$ cat src/hw/asr_pkg.sv
// constants and types shared by the static memory controller
package asr_pkg;
   localparam int ADDR_W = 19;
   localparam int DATA_W = 8;
   localparam int CNT_W = 4;
   localparam int CLK_PERIOD_NS = 40;
   localparam int ADDRESS_ACCESS_TIME_NS = 70;
   localparam int SELECT_ACCESS_TIME_NS = 70;
   localparam int OUTPUT_ENABLE_ACCESS_TIME_NS = 35;
   localparam int WE_PULSE_MIN_NS = 55;
   localparam int ADDR_SETUP_TO_WRITE_END_NS = 60;
   localparam int DATA_SETUP_TO_WRITE_END_NS = 30;
   localparam int ACCESS_SPACING_NS = 70;
   localparam int SYNC_STAGES = 2;

   // least time, rounded up to whole cycles, never below one
   function automatic int asr_min_cycles(input int ns);
      int c;
      c = (ns + CLK_PERIOD_NS - 1) / CLK_PERIOD_NS;
      return (c < 1) ? 1 : c;
   endfunction

   function automatic int asr_max3(input int a, input int b, input int c);
      int m;
      m = (a > b) ? a : b;
      return (m > c) ? m : c;
   endfunction

   localparam int READ_ACCESS_CYC = asr_max3(
      asr_min_cycles(ADDRESS_ACCESS_TIME_NS),
      asr_min_cycles(SELECT_ACCESS_TIME_NS),
      asr_min_cycles(OUTPUT_ENABLE_ACCESS_TIME_NS));
   localparam int READ_CYC = READ_ACCESS_CYC + SYNC_STAGES;
   localparam int WRITE_CYC = asr_max3(
      asr_min_cycles(WE_PULSE_MIN_NS),
      asr_min_cycles(ADDR_SETUP_TO_WRITE_END_NS),
      asr_min_cycles(DATA_SETUP_TO_WRITE_END_NS));
   localparam logic [CNT_W-1:0] READ_LOAD = CNT_W'(READ_CYC - 1);
   localparam logic [CNT_W-1:0] WRITE_LOAD = CNT_W'(WRITE_CYC - 1);

   localparam logic STROBE_IDLE = 1'h1;
   localparam logic [ADDR_W-1:0] ADDR_RESET = 19'h00000;
   localparam logic [DATA_W-1:0] DATA_RESET = 8'h00;
   localparam logic [CNT_W-1:0] CNT_RESET = 4'h0;

   typedef enum logic [1:0] {
      ASR_IDLE,
      ASR_READ,
      ASR_WRITE,
      ASR_HOLD
   } asr_state_t;
endpackage

$ cat src/hw/asr_ctrl.sv
// host controller driving an asynchronous 512K x 8 static memory
// Behaviour
// - write ends at first rising select or write enable edge
// - address stable at least 60 ns before write end
// - address stable from write start until write end
// - write data stable 30 ns before write end, release after
// - controller never drives data while memory drives it
`timescale 1ns/1ps
module asr_ctrl
   import asr_pkg::*;
(
   input wire logic CLOCK,
   input wire logic RESET,
   input wire logic REQ,
   input wire logic WRITE,
   input wire logic [ADDR_W-1:0] ADDR,
   input wire logic [DATA_W-1:0] WDATA,
   output logic READY,
   output logic [DATA_W-1:0] RDATA,
   output logic RDONE,
   output logic SRAM_CE_N,
   output logic SRAM_OE_N,
   output logic SRAM_WE_N,
   output logic [ADDR_W-1:0] SRAM_ADDR,
   input wire logic [DATA_W-1:0] SRAM_DATA_IN,
   output logic [DATA_W-1:0] SRAM_DATA_OUT,
   output logic SRAM_DATA_OE
);
   typedef struct packed {
      asr_state_t st;
      logic ce_n;
      logic oe_n;
      logic we_n;
      logic [ADDR_W-1:0] addr;
      logic [DATA_W-1:0] dout;
      logic doe;
      logic [DATA_W-1:0] din_s1;
      logic [DATA_W-1:0] din_s2;
      logic [DATA_W-1:0] rdata;
      logic rdone;
   } asr_ctrl_t;

   asr_ctrl_t cur;
   asr_ctrl_t next_cur;
   logic tmr_load;
   logic [CNT_W-1:0] tmr_value;
   logic tmr_done;

   asr_timer u_timer (
      .clock(CLOCK),
      .reset(RESET),
      .load(tmr_load),
      .load_value(tmr_value),
      .done(tmr_done)
   );

   assign READY = (cur.st == ASR_IDLE);

   always_comb
   begin
      next_cur = cur;
      tmr_load = 1'b0;
      tmr_value = CNT_RESET;
      // memory data is asynchronous to CLOCK
      next_cur.din_s1 = SRAM_DATA_IN;
      next_cur.din_s2 = cur.din_s1;
      next_cur.rdone = 1'b0;
      case (cur.st)
         ASR_IDLE:
         begin
            // deselected: memory stands by, other strobes kept high
            next_cur.ce_n = STROBE_IDLE;
            next_cur.oe_n = STROBE_IDLE;
            next_cur.we_n = STROBE_IDLE;
            if (REQ)
            begin
               next_cur.addr = ADDR;
               next_cur.ce_n = 1'b0;
               tmr_load = 1'b1;
               if (WRITE)
               begin
                  // output enable stays high, so the memory never drives
                  next_cur.we_n = 1'b0;
                  next_cur.dout = WDATA;
                  next_cur.doe = 1'b1;
                  tmr_value = WRITE_LOAD;
                  next_cur.st = ASR_WRITE;
               end
               else
               begin
                  next_cur.oe_n = 1'b0;
                  tmr_value = READ_LOAD;
                  next_cur.st = ASR_READ;
               end
            end
         end
         ASR_READ:
         begin
            if (tmr_done)
            begin
               // address held through the capture, so no hazard
               next_cur.rdata = cur.din_s2;
               next_cur.rdone = 1'b1;
               next_cur.ce_n = STROBE_IDLE;
               next_cur.oe_n = STROBE_IDLE;
               next_cur.st = ASR_HOLD;
            end
         end
         ASR_WRITE:
         begin
            if (tmr_done)
            begin
               // both rise together; data kept one more cycle as hold
               next_cur.we_n = STROBE_IDLE;
               next_cur.ce_n = STROBE_IDLE;
               next_cur.st = ASR_HOLD;
            end
         end
         ASR_HOLD:
         begin
            next_cur.doe = 1'b0;
            next_cur.st = ASR_IDLE;
         end
         default:
         begin
            next_cur.st = ASR_IDLE;
            next_cur.ce_n = STROBE_IDLE;
            next_cur.oe_n = STROBE_IDLE;
            next_cur.we_n = STROBE_IDLE;
            next_cur.doe = 1'b0;
         end
      endcase
   end

   always_ff @(posedge CLOCK)
   begin
      if (RESET)
      begin
         cur.st <= ASR_IDLE;
         cur.ce_n <= STROBE_IDLE;
         cur.oe_n <= STROBE_IDLE;
         cur.we_n <= STROBE_IDLE;
         cur.addr <= ADDR_RESET;
         cur.dout <= DATA_RESET;
         cur.doe <= 1'b0;
         cur.din_s1 <= DATA_RESET;
         cur.din_s2 <= DATA_RESET;
         cur.rdata <= DATA_RESET;
         cur.rdone <= 1'b0;
      end
      else
         cur <= next_cur;
   end

   assign SRAM_CE_N = cur.ce_n;
   assign SRAM_OE_N = cur.oe_n;
   assign SRAM_WE_N = cur.we_n;
   assign SRAM_ADDR = cur.addr;
   assign SRAM_DATA_OUT = cur.dout;
   assign SRAM_DATA_OE = cur.doe;
   assign RDATA = cur.rdata;
   assign RDONE = cur.rdone;

   chk_no_contention: assert property (
      @(posedge CLOCK) disable iff (RESET)
      SRAM_DATA_OE |-> SRAM_OE_N)
      else $error("data driven while memory outputs enabled");

   chk_write_needs_select: assert property (
      @(posedge CLOCK) disable iff (RESET)
      !SRAM_WE_N |-> !SRAM_CE_N && SRAM_OE_N)
      else $error("write enable low without select");

   chk_we_pulse_width: assert property (
      @(posedge CLOCK) disable iff (RESET)
      $fell(SRAM_WE_N) |-> !SRAM_WE_N ##1 !SRAM_WE_N ##1 SRAM_WE_N)
      else $error("write enable pulse not two cycles");

   chk_write_addr_stable: assert property (
      @(posedge CLOCK) disable iff (RESET)
      !SRAM_WE_N ##1 1'b1 |-> $stable(SRAM_ADDR))
      else $error("address moved during write");

   chk_write_data_setup: assert property (
      @(posedge CLOCK) disable iff (RESET)
      $rose(SRAM_WE_N) |-> SRAM_DATA_OE && $stable(SRAM_DATA_OUT)
      ##1 !SRAM_DATA_OE)
      else $error("write data not held to write end");

   chk_write_end_edges: assert property (
      @(posedge CLOCK) disable iff (RESET)
      $rose(SRAM_WE_N) |-> $rose(SRAM_CE_N))
      else $error("write end edges not together");

   chk_read_strobes: assert property (
      @(posedge CLOCK) disable iff (RESET)
      !SRAM_OE_N |-> !SRAM_CE_N && SRAM_WE_N && !SRAM_DATA_OE)
      else $error("read strobes inconsistent");

   chk_read_latency: assert property (
      @(posedge CLOCK) disable iff (RESET)
      $fell(SRAM_OE_N) |-> !RDONE[*4] ##1 RDONE
      && RDATA == $past(SRAM_DATA_IN, 3))
      else $error("read answer not four cycles after strobe");

   chk_access_spacing: assert property (
      @(posedge CLOCK) disable iff (RESET)
      $rose(SRAM_CE_N) |-> SRAM_CE_N ##1 SRAM_CE_N)
      else $error("accesses too close together");

   chk_standby_quiet: assert property (
      @(posedge CLOCK) disable iff (RESET)
      SRAM_CE_N |-> SRAM_OE_N && SRAM_WE_N)
      else $error("strobes active while deselected");
endmodule // asr_ctrl

$ cat src/hw/asr_timer.sv
// down-counter that times strobe phases of the controller
`timescale 1ns/1ps
module asr_timer
   import asr_pkg::*;
(
   input wire logic clock,
   input wire logic reset,
   input wire logic load,
   input wire logic [CNT_W-1:0] load_value,
   output logic done
);
   typedef struct packed {
      logic [CNT_W-1:0] count;
   } asr_timer_t;

   asr_timer_t cur;
   asr_timer_t next_cur;

   always_comb
   begin
      next_cur = cur;
      if (load)
         next_cur.count = load_value;
      else if (cur.count != CNT_RESET)
         next_cur.count = cur.count - 4'h1;
   end

   always_ff @(posedge clock)
   begin
      if (reset)
         cur.count <= CNT_RESET;
      else
         cur <= next_cur;
   end

   assign done = (cur.count == CNT_RESET) && !load;
endmodule // asr_timer

$ cat config.mk
export PLATFORM = sky130hd
export DESIGN_NAME = asr_ctrl
export DESIGN_NICKNAME = d
export VERILOG_FILES = /design/src/hw/asr_pkg.sv /design/src/hw/asr_ctrl.sv /design/src/hw/asr_timer.sv
export SDC_FILE = /design/constraint.sdc
export NUM_CORES = 1
export LEC_CHECK = 0
export ABC_CLOCK_PERIOD_IN_PS = 1800
export BUFFER_PORTS_ARGS = -buffer_cell sky130_fd_sc_hd__buf_2
export CELL_PAD_IN_SITES_DETAIL_PLACEMENT = 0
export CELL_PAD_IN_SITES_GLOBAL_PLACEMENT = 2
export CORE_MARGIN = 4
export CORE_UTILIZATION = 28
export CTS_CLUSTER_DIAMETER = 120
export DETAILED_ROUTE_END_ITERATION = 12
export PLACE_DENSITY_LB_ADDON = 0.1
export SLEW_MARGIN = 20
export SYNTH_ARGS = -nofsm -noshare
export SYNTH_HDL_FRONTEND = slang
export SYNTH_SLANG_ARGS = --single-unit
$ cat constraint.sdc
create_clock -name CLOCK -period 1.8 [get_ports CLOCK]
set_input_delay 0.36 -clock CLOCK [delete_from_list [all_inputs] [get_ports CLOCK]]
set_output_delay 0.36 -clock CLOCK [all_outputs]
set_load 0.005 [all_outputs]
==> metrics.cfg <==
[critical_path]
worstSetupStartpointType=flip-flop
cp.required_ns=1.44
crit_fanout=7
crit_type=flip-flop to output port
cp.arrival_ns=1.35
end_kind=output port

[run]
max-cap-violations=0

[yosys]
synth_nets=337
synth.distinct_cells=31
async_reset_ff_share_pct=0
synthTopCellsByArea=dfxtp_1 (50%), nand2_1 (12%), buf_4 (11%), a21oi_1 (8.0%), nor2b_1 (4.0%)
yosysMostFrequentCell=nand2_1
synth_area_per_cell_um2=8.51
syn-instance-count=293
netlist_area_um2=2490
ys_ff_latch=62
synth-seq-area-share_pct=49.7
synthFlopType=dfxtp_1
synth_common_cells=nand2_1 (77), dfxtp_1 (62), a21oi_1 (40)
synth_top_area_share_pct=49.7
synth_top_area_cell=dfxtp_1
synth-edff-count=0
yosysWarnings=0

[clocking]
clk_path_buf_depth=2
cts_htree_levels=3
cts_tree=yes
postCtsSetupRepairBufs=0
clk_pin_slew_ns=0.08
clock-root-buffer=clkbuf_8
cts.sink_count=62
hold_buffers=0
numCtsBuffers=9
insertion_delay_ns=0.34

[sta]
fmax_ghz=0.585
drv_slew=0
setup_violations=0
slew_headroom_pct=72.0
rsz0062_at_grt=false
tightest_slew_ns=0.420
finClkSkew_ns=0.00943
period_needed_ns=1.71
fin_setup_tns_ns=0
fin_crit_sh_pct=95.0
hold_viol_final=0
setup_slack_ns=0.0893

[floorplanning]
die_area_um2=10500
die_width_um=102
placementRows=34
coreArea_um2=8680
ios=80
initial_core_util_pct=28.7
die_h_um=102

[cells_and_area]
final_nets=386
drive_gt1_share_pct=32.0
area_growth_pct=18.0
fin_cells=455
antenna_cells=0
fillCellCount=943
final_core_util_pct=33.9

[outcome]
outcome=finished, final reports clean

[power]
p_leak_nw=1.30
power_density_nw_per_um2=1360
peakVddDrop_v=0.000468

[routing]
num_vias=1949
wl_per_cell_um=12.4
drtAntennaViolNets=0
drtPass1Iterations=4
drtIter0Drc=29
vias_per_cell=4.28
post-route-drc-count=0
wl_um=5630

[grt]
grt-ovfl-total=0
grt_max_degree=26
grt_pass1_wl_um=8910
antenna_found_initial=0
grt_pass1_vias=1907
grtUsageTotal_pct=11.1

[placement]
placed_cells=439
place.gp.congestion=0.674
post-place-ws_ns=0.0964
dp_hpwl_um=4030
port_buffers=79

[min_path]
worstHoldPathType=input pin to flip-flop

## layout by cell type, fill, tap and decap left out, drive strengths merged
cell and count:
clkbuf 9, and2 3, a2111oi 1, nor4 1, nand2 79, nand3 1, ha 5, clkinv 2
o21ai 4, o22a 2, and3 2, buf 87, mux2i 1, inv 8, a21o 1, dfxtp 62
a21oi 40, xnor2 2, nor2 9, nor3 4, o21bai 1, nor2b 16, clkinvlp 3, a2bb2oi 1
nor3b 2, or3 1
## cell families (layout without fill, tap and decap cells)
kind of cell,count (synthesis),in the layout,synth area share [%]
AND/OR/NAND/NOR,118,118,21.6
flip-flops,62,62,49.7
buffers and inverters,55,109,14.0
AO/OA/AOI/OAI,50,50,11.1
adder cells (fa/ha/maj),5,5,2.51
XOR/XNOR,2,2,0.702
multiplexers,1,1,0.401
## metal layers
metal  vias up  global-route usage (%)  routed length, um
met1       893                    14.0               2640
met3         9                    3.34                299
met4         0                    5.75                110
li1       1003                       -                  -
met5         -                       0                  0
met2        44                    17.2               2580
## what timing repair did
action                                 4_1_cts  5_1_grt
gates resized for setup                      0        2
setup endpoints to repair                    0        9
endpoints found under the hold margin        0        0
## worst max-delay path: stages (launching register included)
cell and delay (ns):
dfxtp_1 0.39, inv_1 0.08, ha_1 0.27, buf_4 0.17, buf_2 0.12
## metrics by stage
| step | cell area [um^2] | hold slack [ns] | power [W] |
|---|---|---|---|
| after floorplan | 2490 | 0.414 | 0.00265 |
| after global placement | 2760 | 0.418 | 0.00298 |
| after detailed placement | 2760 | 0.422 | 0.00296 |
| after CTS | 2940 | 0.202 | 0.00410 |
| after global routing | 2940 | 0.213 | 0.00431 |
| final | 2940 | 0.226 | 0.00400 |
## sequential cells by signal (all words and copies together) (netlist names)
name / cells
RDONE: 1
SRAM_OE_N: 1
SRAM_WE_N: 1
SRAM_DATA_OUT: 8
u_timer.cur: 4
SRAM_DATA_OE: 1
SRAM_ADDR: 19
cur: 18
RDATA: 8
SRAM_CE_N: 1
## report_power, final
group / internal [W] / switching, W
clock: 0.000512 / 0.000593
sequential: 0.00157 / 0.000116
combinational: 0.000533 / 0.000681
## path summary, 6_finish.rpt
path                                                   from                endpoint  slack (ns)  cells past startpoint
worst max-delay path                   cur[57]$_SDFFE_PP0P_                   READY        0.09                      4
worst min-delay path                        SRAM_DATA_IN[1]      cur[18]$_SDFF_PP0_        0.23                      2
worst max register to register  u_timer.cur[0]$_SDFFE_PP0P_  SRAM_CE_N$_SDFFE_PP1P_        0.21                      6
worst min register to register           cur[20]$_SDFF_PP0_      cur[12]$_SDFF_PP0_        0.44                      1
## final cells by class
class                           instances  area (um^2)  share of cell area, %
Clock buffer                            9          124                   4.21
Clock inverter                          7         57.6                   1.96
Inverter                                6         22.5                  0.765
Multi-Input combinational cell        176          906                   30.8
Sequential cell                        62         1240                   42.2
Tap cell                              108          135                   4.59
Timing Repair Buffer                   87          455                   15.5
Note: power is estimated with default switching activity, not from simulation.
